**config.mk**
```make
export PLATFORM = sky130hd
export DESIGN_NAME = sss_safe_state_supervisor
export DESIGN_NICKNAME = d
export VERILOG_FILES = /design/src/sss_safe_state_supervisor.v
export VERILOG_INCLUDE_DIRS = /design/src /design/src/shared
export SDC_FILE = /design/constraint.sdc
export NUM_CORES = 1
export LEC_CHECK = 0
export ABC_AREA = 1
export BUFFER_PORTS_ARGS = -buffer_cell sky130_fd_sc_hd__buf_2
export CAP_MARGIN = 10
export CORE_MARGIN = 4
export CORE_UTILIZATION = 57
export DETAILED_ROUTE_END_ITERATION = 10
export PLACE_DENSITY = 0.94
export SLEW_MARGIN = 20
export SYNTH_ARGS = -nofsm -noshare
export SYNTH_HDL_FRONTEND = slang
export SYNTH_SLANG_ARGS = --single-unit
```
**constraint.sdc**
```tcl
create_clock -name core_clk -period 3.2 [get_ports core_clk]
set_input_delay 0.16 -clock core_clk [delete_from_list [all_inputs] [get_ports core_clk]]
set_output_delay 0.16 -clock core_clk [all_outputs]
set_load 0.05 [all_outputs]
```
**src/shared/sss_map.vh**
```
// constants for the safe-state supervisor: register offsets, field positions, reset values, timing counts
// assumes a 25 MHz core clock and an Avalon-MM slave with 32-bit data, word-aligned byte addresses
//
// Notes on behaviour
// - faulted inputs read open or zero
// - safe state drives outputs open, zero
// - full power loss forces safe state
// - redundant supply loss flagged, not tripped
// - power loss, severe fault, power-up trip
// - self-test, diagnostics, application, override trip
// - only human release leaves safe state; the code also releases on a write of the CTRL release bit
// - safe state latched until human release; a write of the CTRL release bit also clears it
// - wrong module type holds safe state
// - watchdog expiry counts as failure
// - CRC mismatch counts as failure
// - tuning port enabled only by keyswitch
// - discard inbound except tuning in tuning
// - tuning mode holds trip outputs safe
// - monitoring link transmit only
// - configuration checks before release allowed
// - override beats application and platform commands
`ifndef SSS_MAP_VH
`define SSS_MAP_VH

// ----------------------------------------------------------------
// register offsets (byte addresses)
// ----------------------------------------------------------------
`define SSS_REG_CTRL      4'h0
`define SSS_REG_STATUS    4'h4
`define SSS_REG_OUTCMD    4'h8
`define SSS_REG_SUBSEL    4'hc

// ----------------------------------------------------------------
// control register fields
// ----------------------------------------------------------------
`define SSS_CTRL_APPTRIP  0
`define SSS_CTRL_RELEASE  1
`define SSS_CTRL_RESET    32'h0000_0001

// ----------------------------------------------------------------
// status register fields
// ----------------------------------------------------------------
`define SSS_ST_LATCHED    0
`define SSS_ST_TRIPNOW    1
`define SSS_ST_SUPPLYFLAG 2
`define SSS_ST_WDOG       3
`define SSS_ST_CRC        4
`define SSS_ST_TUNING     5
`define SSS_ST_STARTOK    6

// ----------------------------------------------------------------
// timing
// ----------------------------------------------------------------
`define SSS_CLK_MHZ       25
`define SSS_WDOG_US       1000
`define SSS_WDOG_CYCLES   (`SSS_WDOG_US * `SSS_CLK_MHZ)

`endif

```
**src/sss_safe_state_supervisor.v**
```verilog
// safe-state supervisor inside the logic module: trip latch, safe outputs, input substitution, port gating
// assumes all status pins are asynchronous to core_clk; software reaches registers over Avalon-MM
//
// Our own choices: register access over Avalon-MM and the address map.
`timescale 1ns/10ps
`default_nettype none
`include "sss_map.vh"

module sss_safe_state_supervisor #(
  parameter WDOG_CYCLES = `SSS_WDOG_CYCLES  // watchdog expiry count
) (
  // clock and reset
  input  wire        core_clk,
  input  wire        rst_n,
  // avalon-mm slave
  input  wire [3:0]  avsAddress,
  input  wire        avsRead,
  input  wire        avsWrite,
  input  wire [31:0] avsWriteData,
  input  wire [3:0]  avsByteEnable,
  output reg  [31:0] avsReadData,
  output wire        avsWaitRequest,
  // power and fault status pins
  input  wire        powerGood,
  input  wire        supplyAFail,
  input  wire        supplyBFail,
  input  wire        severeFault,
  input  wire        platformDiagTrip,
  input  wire        selfTestDone,
  input  wire        selfTestPass,
  input  wire        configCheckPass,
  input  wire        moduleTypeOk,
  input  wire        crcError,
  input  wire        wdogKick,
  // keyswitches and release button
  input  wire        safetyOverrideKey,
  input  wire        tuningKey,
  input  wire        releaseButton,
  // field inputs from input cards
  input  wire [7:0]  discreteIn,
  input  wire [7:0]  discreteFault,
  input  wire [7:0]  analogIn0,
  input  wire [7:0]  analogIn1,
  input  wire [1:0]  analogFault,
  // inbound communication
  input  wire        tuningRxValid,
  input  wire [7:0]  tuningRxData,
  input  wire        otherRxValid,
  input  wire        monitorRxValid,
  // processed inputs to application logic
  output reg  [7:0]  discreteOut,
  output reg  [7:0]  analogOut0,
  output reg  [7:0]  analogOut1,
  // accepted tuning data
  output reg         tuningAccValid,
  output reg  [7:0]  tuningAccData,
  output reg         tuningPortEnable,
  // field outputs
  output reg  [7:0]  fieldOut,
  output reg         safeState,
  output reg         supplyAlarm,
  output reg         wdogExpired
);

  // ----------------------------------------------------------------
  // input synchronisers
  // ----------------------------------------------------------------
  localparam NSYNC = 16;
  wire [NSYNC-1:0] rawIn = {releaseButton, tuningKey, safetyOverrideKey, wdogKick, crcError, moduleTypeOk,
                            configCheckPass, selfTestPass, selfTestDone, platformDiagTrip, severeFault,
                            supplyBFail, supplyAFail, powerGood, tuningRxValid, otherRxValid};
  reg  [NSYNC-1:0] sync1_q;       // first stage, read only by second
  reg  [NSYNC-1:0] sync2_q;       // usable copy
  reg  [7:0]       dinS1_q, dinS2_q, dfS1_q, dfS2_q, a0S1_q, a0S2_q, a1S1_q, a1S2_q, rxS1_q, rxS2_q;
  reg  [1:0]       afS1_q, afS2_q;

  // two-flop synchronisers on every status, key, field and rx pin except monitorRxValid
  always @(posedge core_clk or negedge rst_n) begin
    if (!rst_n) begin
      sync1_q <= 16'h0000;
      sync2_q <= 16'h0000;
      {dinS1_q, dinS2_q, dfS1_q, dfS2_q} <= 32'h0000_0000;
      {a0S1_q, a0S2_q, a1S1_q, a1S2_q}   <= 32'h0000_0000;
      {rxS1_q, rxS2_q} <= 16'h0000;
      {afS1_q, afS2_q} <= 4'h0;
    end else begin
      sync1_q <= rawIn;
      sync2_q <= sync1_q;
      dinS1_q <= discreteIn;    dinS2_q <= dinS1_q;
      dfS1_q  <= discreteFault; dfS2_q  <= dfS1_q;
      a0S1_q  <= analogIn0;     a0S2_q  <= a0S1_q;
      a1S1_q  <= analogIn1;     a1S2_q  <= a1S1_q;
      rxS1_q  <= tuningRxData;  rxS2_q  <= rxS1_q;
      afS1_q  <= analogFault;   afS2_q  <= afS1_q;
    end
  end

  wire otherRxS   = sync2_q[0];   // monitoring rx is never sampled at all
  wire tuneRxS    = sync2_q[1];
  wire pwrGoodS   = sync2_q[2];
  wire supAS      = sync2_q[3];
  wire supBS      = sync2_q[4];
  wire severeS    = sync2_q[5];
  wire diagS      = sync2_q[6];
  wire stDoneS    = sync2_q[7];
  wire stPassS    = sync2_q[8];
  wire cfgOkS     = sync2_q[9];
  wire modOkS     = sync2_q[10];
  wire crcErrS    = sync2_q[11];
  wire kickS      = sync2_q[12];
  wire sorS       = sync2_q[13];
  wire tuneKeyS   = sync2_q[14];
  wire releaseS   = sync2_q[15];

  // ----------------------------------------------------------------
  // registers and sticky failures
  // ----------------------------------------------------------------
  reg  [31:0] ctrl_q;           // application trip request
  reg  [7:0]  outCmd_q;         // application output command
  reg  [9:0]  subSel_q;         // per-input substitution enable, 8 discrete + 2 analog
  reg         releasePrev_q;    // edge detector for release button
  reg         crcFail_q;        // sticky crc failure
  reg  [31:0] wdogCnt_q;        // cycles since last kick
  reg         kickPrev_q;
  reg         powerUp_q;        // set at reset, cleared by the first release taken with no trigger
  reg         latched_q;        // safe-state latch

  wire kickEdge    = kickS & ~kickPrev_q;
  wire swRelease   = avsWrite & (avsAddress == `SSS_REG_CTRL) & avsByteEnable[0]
                     & avsWriteData[`SSS_CTRL_RELEASE];
  wire releaseEvt  = (releaseS & ~releasePrev_q) | swRelease;
  wire startupOk   = stDoneS & stPassS & cfgOkS & modOkS;

  // any trigger, combined in one term
  wire tripNow = ~pwrGoodS | severeS
                 | ~startupOk | diagS | ctrl_q[`SSS_CTRL_APPTRIP]
                 | sorS
                 | tuneKeyS
                 | wdogExpired | crcFail_q;

  // watchdog counter and crc sticky flag
  always @(posedge core_clk or negedge rst_n) begin
    if (!rst_n) begin
      wdogCnt_q   <= 32'h0000_0000;
      kickPrev_q  <= 1'b0;
      wdogExpired <= 1'b0;
      crcFail_q   <= 1'b0;
    end else begin
      kickPrev_q <= kickS;
      if (kickEdge) begin
        wdogCnt_q <= 32'h0000_0000;
      end else if (wdogCnt_q < WDOG_CYCLES) begin
        wdogCnt_q <= wdogCnt_q + 32'h0000_0001;
      end
      // expiry sticks until a release lands in the same cycle as a kick edge; set wins over clear
      if (wdogCnt_q >= WDOG_CYCLES - 1) begin
        wdogExpired <= 1'b1;
      end else if (releaseEvt && kickEdge) begin
        wdogExpired <= 1'b0;
      end
      if (crcErrS) begin
        crcFail_q <= 1'b1;
      end else if (releaseEvt) begin
        crcFail_q <= 1'b0;
      end
    end
  end

  // safe-state latch: set in one cycle, cleared only by release with no trigger
  always @(posedge core_clk or negedge rst_n) begin
    if (!rst_n) begin
      latched_q     <= 1'b1;
      powerUp_q     <= 1'b1;
      releasePrev_q <= 1'b0;
    end else begin
      releasePrev_q <= releaseS;
      if (tripNow) begin
        latched_q <= 1'b1;
      end else if (releaseEvt) begin
        latched_q <= 1'b0;
        powerUp_q <= 1'b0;
      end
    end
  end

  // field outputs and supply annunciation
  always @(posedge core_clk or negedge rst_n) begin
    if (!rst_n) begin
      fieldOut    <= 8'h00;
      safeState   <= 1'b1;
      supplyAlarm <= 1'b0;
    end else begin
      safeState   <= latched_q | tripNow;
      // de-energized is the safe level; override beats every command
      fieldOut    <= (latched_q | tripNow) ? 8'h00 : outCmd_q;
      supplyAlarm <= supAS ^ supBS;
    end
  end

  // ----------------------------------------------------------------
  // input substitution and communication gating
  // ----------------------------------------------------------------
  always @(posedge core_clk or negedge rst_n) begin
    if (!rst_n) begin
      discreteOut      <= 8'h00;
      analogOut0       <= 8'h00;
      analogOut1       <= 8'h00;
      tuningAccValid   <= 1'b0;
      tuningAccData    <= 8'h00;
      tuningPortEnable <= 1'b0;
    end else begin
      // faulted discrete reads open contact when selected
      discreteOut <= dinS2_q & ~(dfS2_q & subSel_q[7:0]);
      analogOut0  <= (afS2_q[0] & subSel_q[8]) ? 8'h00 : a0S2_q;
      analogOut1  <= (afS2_q[1] & subSel_q[9]) ? 8'h00 : a1S2_q;
      tuningPortEnable <= tuneKeyS;
      // other and monitoring inbound are dropped
      tuningAccValid <= tuneKeyS & tuneRxS;
      if (tuneKeyS & tuneRxS) begin
        tuningAccData <= rxS2_q;
      end
    end
  end

  // ----------------------------------------------------------------
  // avalon-mm register file
  // ----------------------------------------------------------------
  reg         rdValid_q;        // read data loaded, request may complete

  // writes complete at once; a read waits one cycle so that the registered data stand when released
  assign avsWaitRequest = avsRead & ~rdValid_q;

  // register writes
  always @(posedge core_clk or negedge rst_n) begin
    if (!rst_n) begin
      ctrl_q   <= `SSS_CTRL_RESET;
      outCmd_q <= 8'h00;
      subSel_q <= 10'h3ff;
    end else if (avsWrite) begin
      case (avsAddress)
        `SSS_REG_CTRL:   if (avsByteEnable[0]) ctrl_q[`SSS_CTRL_APPTRIP] <= avsWriteData[`SSS_CTRL_APPTRIP];
        `SSS_REG_OUTCMD: if (avsByteEnable[0]) outCmd_q <= avsWriteData[7:0];
        `SSS_REG_SUBSEL: begin
          if (avsByteEnable[0]) subSel_q[7:0] <= avsWriteData[7:0];
          if (avsByteEnable[1]) subSel_q[9:8] <= avsWriteData[9:8];
        end
        default: ;
      endcase
    end
  end

  // read data registered in the wait cycle, then held while waitrequest is low
  always @(posedge core_clk or negedge rst_n) begin
    if (!rst_n) begin
      avsReadData <= 32'h0000_0000;
      rdValid_q   <= 1'b0;
    end else begin
      // one pulse per read request; drops at the completing edge so a back-to-back read waits again
      rdValid_q <= avsRead & ~rdValid_q;
      if (avsRead & ~rdValid_q) begin
      case (avsAddress)
        `SSS_REG_CTRL:   avsReadData <= {31'h0, ctrl_q[`SSS_CTRL_APPTRIP]};
        `SSS_REG_STATUS: avsReadData <= {25'h0, startupOk & ~powerUp_q, tuneKeyS, crcFail_q, wdogExpired,
                                         supplyAlarm, tripNow, latched_q};
        `SSS_REG_OUTCMD: avsReadData <= {24'h0, outCmd_q};
        `SSS_REG_SUBSEL: avsReadData <= {22'h0, subSel_q};
        default:         avsReadData <= 32'h0000_0000;
      endcase
      end
    end
  end

  wire unusedRx = otherRxS | monitorRxValid | otherRxValid | (|avsWriteData[31:10]) | (|avsByteEnable[3:2]);

endmodule // sss_safe_state_supervisor
`default_nettype wire
```
Yosys cells after proc, flatten, opt, wreduce, memory -nomap -nowiden
Index checks and enable logic that the tools add are counted.
- add/subtract/negate cells: 1
- reductions and logical operators: 11
- multiply operators: 0
- magnitude comparators: 2
- shift-type cells: 0
- equal/unequal tests: 3
- div/mod/pow operators: 0
- mux-type cells: 11
- bitwise operators: 34
- operators by type and width (cell ; count):
    $mux 32 ; 2
    $pmux 10 s4 ; 1
    $add 32x1->32 const B ; 1
    $ge 32x15->1 const B ; 1
    $lt 32x15->1 const B ; 1
    $mux 8 ; 3
    $and 8x8->8 ; 2
    $and 1x1->1 ; 13
    $reduce_and 3->1 ; 4
    $or 1x1->1 ; 10
    $eq 4x4->1 const B ; 2
    $not 8->8 ; 1
    $reduce_bool 2->1 ; 4
    $not 1->1 ; 7
    $mux 1 ; 5
    $eq 4x3->1 const B ; 1
    $logic_not 4->1 ; 1
    $reduce_and 2->1 ; 1
    $logic_and 1x1->1 ; 1
    $xor 1x1->1 ; 1
- word-level logic and storage cells: 98
- bits in latches: 0
- RAM bits: 0
- memory bits (read-only): 0
- memories: 0
- register bits: 250
- input port bits: 103

Longest topological paths before layout
Gate-level depths: netlist (run 1).
- depth in word-level cells: 13
- depth in mapped cells: 11

Worst setup path after synthesis (run 1)
No wires, ideal clock.
- kind: reg2reg
- start point: register rdValid_q
- end point: register avsReadData[8]
- required time: 3133 ps
- setup time: 67 ps
- setup slack: 1753 ps
- buffers on the path: 1
- cell stages (with the launch flop): 5
- arrival: 1379 ps
- cells stage by stage: dfrtp_1 > nor2_1 > clkbuf_1 > nand3_1 > nand2_1
- cells in the longest elaborated chain, start to end: 2
- RTL lines (what ; RTL line ; RTL):
    start, declared ; sss_safe_state_supervisor.v:228 ; reg rdValid_q;
    start signal, assigned ; sss_safe_state_supervisor.v:259 ; rdValid_q <= avsRead & ~rdValid_q;
    $not 1->1 ; n/a ;
    $and 1x1->1 ; n/a ;
    named net avsWaitRequest ; sss_safe_state_supervisor.v:22 ; output wire avsWaitRequest,
    end signal, assigned ; sss_safe_state_supervisor.v:262 ; `SSS_REG_CTRL: avsReadData <= {31'h0, ctrl_q[`SSS_CTRL_APPTRIP]};
    end signal, assigned ; sss_safe_state_supervisor.v:263 ; `SSS_REG_STATUS: avsReadData <= {25'h0, startupOk & ~powerUp_q, tuneKeyS, crcFail_q, wdogExpired,
    end signal, assigned ; sss_safe_state_supervisor.v:265 ; `SSS_REG_OUTCMD: avsReadData <= {24'h0, outCmd_q};
    end, declared ; sss_safe_state_supervisor.v:21 ; output reg [31:0] avsReadData,
The timed path passes the listed nets, and every way through them passes these cells.
A chain may end at the register's enable or synchronous reset.

Worst setup path in the final report (run 1)
- start point: register sync2_q[12]
- end point: register wdogCnt_q[13]
- cells in the longest elaborated chain, start to end: 2
- elaborated cells between the ends (all ways): 3
- classes of those cells: mux (1); bitwise (1); reduce/logical (1)
- RTL lines (what ; RTL line ; RTL):
    start, declared ; sss_safe_state_supervisor.v:73 ; reg [NSYNC-1:0] sync2_q;
    start signal, assigned ; sss_safe_state_supervisor.v:88 ; sync2_q <= sync1_q;
    $and 1x1->1 (*) ; sss_safe_state_supervisor.v:128 ; wire kickEdge = kickS & ~kickPrev_q;
    $mux 32 or $reduce_bool 2->1 (tied branches) ; n/a ;
    end signal, assigned ; sss_safe_state_supervisor.v:153 ; wdogCnt_q <= wdogCnt_q + 32'h0000_0001;
    end, declared ; sss_safe_state_supervisor.v:123 ; reg [31:0] wdogCnt_q;
Mark *: on every way between the ends. The rest lies on a longest branch, timed or not.

==> impl_metrics.ini, run 1 <==
[logic_synthesis]
synth_area_leaders = dfrtp_1 66%, nand2_1 6.8%, dfstp_2 4.6%, nor2_1 3.5%, inv_1 3.5%
netlist_top_cells_count = 212 x dfrtp_1, 145 x nand2_1, 75 x nor2_1
synth_edf_count = 0
ys_warn_count = 0
synth-main-ff-cell = dfrtp_1
yosysSeqAreaShare_pct = 71.0
syn_avg_cell_area_um2 = 11.5
synthDistinctLibCells = 38
synth_cells = 694
ys_seq_elements = 226
synth_area_um2 = 7990
synth_area_leader_cell = dfrtp_1
synthArstFlopShare_pct = 100
synth_top_area_share_pct = 66.4
yosysMostFrequentCell = dfrtp_1

[critical_path]
critPathLaunch = sync2_q[12]
cpPeakStageDelay_ns = 0.61
slowest_stage = inv_1
crit_buf_inv = 3
worstPathRequired_ns = 3.58
worstReg2RegEnd = wdogCnt_q[13]
r2r_start = sync2_q[12]
crit_cells = 7
arrival_ns = 2.34
crit_path_max_fanout = 26
crit_chain = inv_1 -> nor2_2 -> buf_4 -> inv_1 -> nand2_8 -> nand2_1 -> nand2_1
startpoint_type = flop
endpoint = wdogCnt_q[13]
worstSetupEndpointType = flop
reg2regPathDepth = 7
crit_family = buffers and inverters
rrSetupSlack_ns = 1.25
criticalPathCategory = reg -> reg

[timing]
skew_ns = 0.0168
slew_headroom_pct = 37.6
setup_viol = 0
fin_crit_ns = 1.95
fin_crit_sh_pct = 61.0
tightest_slew_ns = 0.931
tns_ns = 0
hold_viol_final = 0
rsz0062_at_grt = false
fmax_mhz = 512
drv_slew = 0

[global_routing]
grt_max_degree = 96
grt_pass1_vias = 6165
grt_pass1_wl_um = 32700
grt_remaining_overflow = 0
antenna_found_initial = 0
track_usage_pct = 25.7

[final_layout]
antenna_cells = 0
drive_gt1_share_pct = 24.5
n_fill_cell = 727
final_nets = 1016
area_growth_pct = 27.1
final_core_util_pct = 75.2

[die]
dieWidth_um = 126
ios = 181
die_y_um = 126
core_area_um2 = 13500
rows = 42
dieArea_um2 = 16000
start_util_pct = 59.1

[placement]
place_congestion = 0.880
hpwl_um = 11600
io_buffers = 132

[flow_run]
drv_cap = 0

[clocking]
cts_setup_buffers = 0
cts_resized = 0
numCtsBuffers = 22
insertion_delay_ns = 0.50
cts_buffer_depth = 3
htreeDepth = 1
clk_pin_slew_ns = 0.06
cts.sinks = 226
cts_tree = done
clock-root-buffer = clkbuf_16

[route]
postRouteAntennaNets = 0
first_iter_violations = 611
drt-pass1-iter-count = 5
vias = 5765
viasPerCell = 5.22
wirelength_um = 20200
routedWlPerCell_um = 18.3
drc = 0

[outcome]
status = finished, final reports clean

[worst_hold_path]
hold_class = in -> reg
hold_start = avsByteEnable[1]

[pwr]
power_density_nw_per_um2 = 633
total_leakage_power_nw = 5.05
ir_drop_mv = 0.480
-- worst reg2reg max path, stage by stage (launching register included) --
cell and delay (ns):
dfrtp_1 0.37, inv_1 0.07, nor2_2 0.03, buf_4 0.19, inv_1 0.61, nand2_8 0.34, nand2_1 0.17, nand2_1 0.07
-- worst min-delay path by stage --
| stage | endpoint | depth (start not counted) | slack, ns |
|---|---|---|---|
| after floorplan | a0S1_q[0] | 0 | -0.14 |
| after global placement | analogOut1[0] | 1 | 0.21 |
| after detailed placement | a1S2_q[5] | 1 | 0.22 |
| after CTS | subSel_q[9] | 3 | 0.03 |
| after global routing | subSel_q[9] | 3 | 0.05 |
| final | subSel_q[9] | 3 | 0.05 |
-- power by group --
| group | internal, mW | total, mW | switching, mW |
|---|---|---|---|
| Clock | 1.49 | 2.53 | 1.04 |
| Sequential | 3.07 | 3.20 | 0.133 |
| Combinational | 0.204 | 0.696 | 0.493 |
| Total | 4.76 | 6.43 | 1.67 |
-- cells in the final DEF, fill, tap and decap left out, drive strengths merged, types with 3 or more instances in the layout --
master,Yosys,final
dfrtp,212,212
nand2,166,166
buf,29,137
nor2,95,95
inv,75,75
dlygate4sd3,0,68
clkbuf,3,33
nand3,29,29
o21ai,23,23
conb,1,22
dfstp,14,14
nand4,10,10
a21boi,8,8
clkinv,3,8
xor2,5,5
o211ai,5,5
a21oi,3,3
nor3,3,3
-- registers in the layout, indices dropped and copies added (netlist names), 8 cells and up --
signal / cells
rxS1_q: 8
subSel_q: 10
dinS1_q: 8
analogOut1: 8
a0S2_q: 8
sync1_q: 15
analogOut0: 8
discreteOut: 8
dfS1_q: 8
outCmd_q: 8
wdogCnt_q: 32
a1S2_q: 8
rxS2_q: 8
dinS2_q: 8
tuningAccData: 8
dfS2_q: 8
avsReadData: 10
a1S1_q: 8
fieldOut: 8
sync2_q: 15
a0S1_q: 8
-- layer usage --
metal  GRT usage [%]  up-vias  share of wire, %
met2            45.2      333                53
met5               0        -                 0
met4            12.1        0               5.4
li1                -     2526                 -
met3            5.84      103               7.3
met1            30.0     2803                35
-- through the flow --
step	area [um^2]	hold slack [ns]	worst slack, ns	cells	power (mW)
after CTS	10100	0.0266	1.29	1104	6.41
after global routing	10100	0.0533	1.18	1104	6.66
after floorplan	8070	-0.136	1.75	715	3.60
after detailed placement	8760	0.220	1.28	996	3.84
after global placement	8760	0.207	1.36	996	3.79
final	10100	0.0483	1.25	1104	6.43
-- kinds of logic after synthesis --
group | synth area share (%)
DFF | 71.0
buffers and inverters | 6.75
adders and majority gates | 0.157
AOI/OAI and AO/OA | 3.23
xor gates and xnor gates | 0.768
other | 0.0469
and+or+nand+nor | 18.0
-- area by class of cell --
cell class              instances  area (um^2)  area share [%]
clock buffers                  33          612            6.03
clock inverters                 7         96.3           0.949
inverters                      78          293            2.88
multi-input cells             379         1850            18.3
flip-flops and latches        226         5670            55.9
well taps                     176          220            2.17
repair buffers                205         1400            13.8
-- timing repair --
item	4_1_cts	5_1_grt
hold buffers	68	0
hold endpoints to repair	158	0
endpoints found under the setup margin	0	0
Power figures use the tool's default switching activity.
==> inputs of run 2 (changes only) <==
- CORE_UTILIZATION: 57 -> 53
- PLACE_DENSITY: 0.94 -> 0.88
- clock period: 3.2 -> 1.9 ns (I/O delays scaled with it)
==> run 2 against run 1 <==
Sequential power grew 68%. Critical path depth grew 2. Setup slack lost 1.1 ns. Core utilization shrank 4.6 points. Clock skew shrank 0.0029 ns. Flip-flop and latch count is the same. Critical path type unchanged. Largest cell class unchanged. Largest power group unchanged. Highest routed layer unchanged.
==> impl_metrics.ini, run 2 (synthesis results as in run 1) <==
[outcome]
status = finished, final reports clean

[final_layout]
n_fill_cell = 916
antenna_cells = 0
drive_gt1_share_pct = 25.6
largest_registers = wdogCnt_q x32, sync1_q x15, sync2_q x15
top_register = wdogCnt_q
largest_register_ffs = 32
fin_area_um2 = 10300
final_cell_mix = 212 x dfrtp_1, 145 x nand2_1, 131 x buf_2, 75 x nor2_1, 74 x inv_1
layout_commonest_cell = dfrtp_1
final_nets = 1025
area_growth_pct = 29.3

[critical_path]
worstPathRequired_ns = 2.34
crit_chain = nand2_2 -> inv_1 -> o21ai_1 -> nand2_2 -> nand2_4 -> nand2_8 -> nand2_8 -> nand2_1 -> nand2_1
arrival_ns = 2.18
worstSetupEndpointType = flop
startpoint_type = flop
crit_path_max_fanout = 26
criticalPathCategory = reg -> reg
slowest_stage = dfrtp_1
cpPeakStageDelay_ns = 0.47

[pwr]
p_seq_share_pct = 48.3
p_total_mw = 11.1
power_density_nw_per_um2 = 1080
clkPwrFrac_pct = 41.3
p_comb_share_pct = 10.5
switching_share_pct = 25.5
total_leakage_power_nw = 5.14
ir_drop_mv = 0.669
power_switching_mw = 2.83
internal_power_mw = 8.29

[placement]
hpwl_um = 10500
place_congestion = 0.874
postPlaceCellArea_um2 = 8820
pre_cts_slack_ns = 0.233
io_buffers = 132

[clocking]
cts_tree = done
clock-root-buffer = clkbuf_16
cts_buffer_depth = 3
clk_pin_slew_ns = 0.06
cts_resized = 0
insertion_delay_ns = 0.51
numCtsBuffers = 23
postCtsHoldBufs = 71
cts.sinks = 226
cts_setup_buffers = 0
htreeDepth = 1

[global_routing]
track_usage_pct = 21.1
antenna_found_initial = 0
grt_max_degree = 73
grt_pass1_vias = 5646
grt_pass1_wl_um = 28300
grt_remaining_overflow = 0

[die]
dieWidth_um = 131
core_area_um2 = 14600
rows = 44
ios = 181
die_y_um = 131
dieArea_um2 = 17100
start_util_pct = 54.5

[route]
postRouteAntennaNets = 0
viasPerCell = 4.84
routedWlPerCell_um = 15.6
vias = 5436
wirelength_um = 17500
drt-pass1-iter-count = 6
first_iter_violations = 374
drc = 0

[timing]
setup_viol = 0
hold_viol_final = 0
fin_ws_ns = 0.166
hold_ws_ns = 0.0652
rsz0062_at_grt = false
fin_crit_sh_pct = 91.3
tns_ns = 0
slew_headroom_pct = 63.9
tightest_slew_ns = 0.541
fmax_mhz = 577
skew_ns = 0.0140
fin_crit_ns = 1.73
drv_slew = 0

[worst_hold_path]
hold_class = in -> reg

[flow_run]
drv_cap = 0
run 2: changes by cell type in the layout (fill, tap and decap cells not counted), moves of 3 or more:
cell | previous run | this run
dlygate4sd3_1 | 68 | 71
buf_4 | 4 | 8
clkbuf_8 | 2 | 6
clkbuf_1 | 9 | 3
run 2: per-stage QoR:
| step | std cells | util (%) |
|---|---|---|
| 5_1_grt | 1122 | 70.5 |
| 2_1_floorplan | 715 | - |
| 3_5_place_dp | 1009 | 60.2 |
| 6_report | 1122 | 70.5 |
| 4_1_cts | 1122 | 70.5 |
| 3_3_place_gp | 1009 | 60.2 |
run 2: path summary, 6_finish.rpt:
check,slack [ns],to,cells after the start,from
max,0.17,wdogCnt_q[2],9,wdogCnt_q[5]
min,0.07,ctrl_q[0],4,avsByteEnable[0]
max reg2reg,0.17,wdogCnt_q[2],9,wdogCnt_q[5]
min reg2reg,0.35,a0S2_q[4],0,a0S1_q[4]
max in group asynchronous,1.00,safeState,3,rst_n
min in group asynchronous,0.10,analogOut1[4],2,rst_n
run 2: layout make-up:
cell class	count	area (um^2)	area share [%]
inverter	78	293	2.84
sequential	226	5670	54.9
clock inverter	10	125	1.21
tap	184	230	2.23
multi-input combinational	379	1850	18.0
timing repair buffer	213	1480	14.3
clock buffer	32	669	6.48
run 2: per-layer routing:
metal  global-route usage [%]  wire length, um  share of wire, %
met5                        0                0                 0
met4                     7.02              473               2.7
met3                     4.11             1100               6.3
met1                     26.2             6470                37
met2                     37.3             9420                54
run 2: power groups by stage:
stage	registers, mW	clock network (mW)	logic (mW)
CTS	5.36	4.66	1.16
finish	5.36	4.59	1.16
global route	5.40	4.89	1.26
floorplan	5.66	0	0.410
global placement	5.42	0	0.984
detailed placement	5.43	0	1.02
run 2: worst max-delay path: cells and delay by family, from the launching register on:
kind	cells	cell delay [ns]
DFF	1	0.47
and+or+nand+nor	7	0.92
buffers and inverters	1	0.04
AOI/OAI and AO/OA	1	0.20
==> inputs of run 3 (changes only) <==
- CORE_UTILIZATION: 53 -> 56
- CTS_BUF_LIST: default -> sky130_fd_sc_hd__clkbuf_4
- PLACE_DENSITY: 0.88 -> 0.83
==> run 3 against run 2 <==
Die area fell by 5.0%. Routed wire length is 2.7% higher. Clock-buffer cell count increased by 53. Hold slack better by 0.013 ns. Combinational power about the same. Critical path depth decreased by 1. Clock power down 14%. Register-to-register slack barely moved. Cell count increased by 5.9%. Core utilization up 3.9 points. Non-clock buffer count grew 12. Sequential share of layout area is 0.20 points lower. Critical endpoint is now ctrl_q[0]. Largest cell class unchanged.
==> impl_metrics.ini, run 3 (synthesis results as in run 1) <==
[timing]
fin_crit_sh_pct = 96.9
fin_ws_ns = 0.0596
hold_viol_final = 0
tns_ns = 0
fin_crit_ns = 1.84
rsz0062_at_grt = false
slew_headroom_pct = 47.0
setup_viol = 0
skew_ns = 0.0350
drv_slew = 0
tightest_slew_ns = 0.789
fmax_mhz = 543

[outcome]
status = finished, final reports clean

[die]
ios = 181
die_y_um = 127
dieArea_um2 = 16200
start_util_pct = 57.3
dieWidth_um = 127
core_area_um2 = 13900
rows = 43

[clocking]
clock-root-buffer = clkbuf_4
cts_tree = done
cts_buffer_depth = 3
htreeDepth = 2
cts_setup_buffers = 0
insertion_delay_ns = 0.68
cts.sinks = 226
numCtsBuffers = 52
clk_pin_slew_ns = 0.11

[critical_path]
rrSetupSlack_ns = 0.18
critPathLaunch = avsByteEnable[0]
crit_chain = dlygate4sd3_1 -> buf_2 -> nand2_1 -> dlygate4sd3_1 -> nor2_2 -> dlygate4sd3_1 -> nand2_1 -> o21a_1
arrival_ns = 2.42
reg2regPathDepth = 8
cpPeakStageDelay_ns = 0.63
criticalPathCategory = in -> reg
worstPathRequired_ns = 2.48
worstReg2RegEnd = wdogCnt_q[7]
endpoint = ctrl_q[0]
path_common_cell = dlygate4sd3_1
r2r_start = wdogCnt_q[11]
worstSetupEndpointType = flop
slowest_stage = dlygate4sd3_1
startpoint_type = input pin
crit_path_max_fanout = 2

[route]
drc = 0
routedWlPerCell_um = 15.1
vias = 5645
wirelength_um = 17900
viasPerCell = 4.75
drt-pass1-iter-count = 5
postRouteAntennaNets = 0
first_iter_violations = 306

[final_layout]
n_fill_cell = 890
drive_gt1_share_pct = 29.2
area_growth_pct = 29.7
final_nets = 1066
final_cell_mix = 212 x dfrtp_1, 145 x nand2_1, 131 x buf_2, 85 x clkbuf_4, 80 x dlygate4sd3_1
largest_registers = wdogCnt_q x32, sync1_q x15, sync2_q x15
top_register = wdogCnt_q
largest_register_ffs = 32
layout_commonest_cell = dfrtp_1

[pwr]
power_density_nw_per_um2 = 1010
internal_power_mw = 7.58
p_comb_share_pct = 11.2
total_leakage_power_nw = 5.23
switching_share_pct = 27.5
power_switching_mw = 2.88
ir_drop_mv = 0.895
p_seq_share_pct = 51.2
clkPwrFrac_pct = 37.6

[placement]
io_buffers = 132
hpwl_um = 10400
place_congestion = 0.868
pre_cts_slack_ns = 0.205

[global_routing]
antenna_found_initial = 2
grt_pass1_wl_um = 29400
grt_max_degree = 67
grt_remaining_overflow = 0
grt_pass1_vias = 6150
track_usage_pct = 22.9

[worst_hold_path]
hold_class = in -> reg

[flow_run]
drv_cap = 0
-- run 3: worst min path at each step --
stage | start | to | slack, ns | depth (start not counted)
6_report | analogIn1[6] | a1S1_q[6] | 0.08 | 2
5_1_grt | analogIn1[4] | a1S1_q[4] | 0.03 | 2
4_1_cts | tuningRxValid | sync1_q[1] | 0.01 | 2
3_5_place_dp | rst_n | wdogCnt_q[25] | 0.12 | 1
3_3_place_gp | rst_n | wdogCnt_q[25] | 0.1 | 1
2_1_floorplan | rst_n | a0S1_q[0] | -0.20 | 0
-- run 3: routing by layer --
layer	share of wire, %	global-route usage [%]	up-vias
met5	0	0	-
met4	3.6	10.5	0
met3	6.7	6.27	52
met2	52	39.4	229
met1	38	26.7	2691
li1	-	-	2673
-- run 3: area by class of cell --
cell class / instances / area [um^2] / area share, %
tap: 180 / 225 / 2.17
sequential: 226 / 5670 / 54.7
clock inverter: 13 / 60.1 / 0.579
timing repair buffer: 225 / 1610 / 15.5
antenna: 2 / 5.00 / 0.0483
multi-input combinational: 379 / 1860 / 18.0
inverter: 78 / 293 / 2.83
clock buffer: 85 / 638 / 6.16
-- run 3: per-stage QoR --
step                util (%)  cells  area (um^2)  hold slack (ns)  power, mW
floorplan                  -    715         8070           -0.201       6.07
global placement        63.5   1008         8850           0.0980       6.41
detailed placement      63.5   1008         8850            0.115       6.45
CTS                     74.3   1187        10400           0.0143       10.5
global route            74.4   1188        10400           0.0323       10.9
finish                  74.4   1188        10400           0.0777       10.5
-- run 3: what timing repair did --
action	in CTS	in global routing
gates resized for setup	0	2
endpoints found under the hold margin	310	0
hold buffers	81	0
setup endpoints to repair	0	2
-- run 3: critical path: cells and delay by family --
kind | cells | cell delay [ns]
compound gates | 1 | 0.10
buf+inv | 4 | 1.88
simple gates | 3 | 0.34
-- run 3: power by group through the flow --
stage | Clock, mW | Sequential [mW] | Combinational, mW
2_1_floorplan | 0 | 5.66 | 0.410
3_3_place_gp | 0 | 5.41 | 0.996
3_5_place_dp | 0 | 5.43 | 1.02
4_1_cts | 3.96 | 5.34 | 1.16
5_1_grt | 4.29 | 5.38 | 1.28
6_report | 3.93 | 5.35 | 1.18
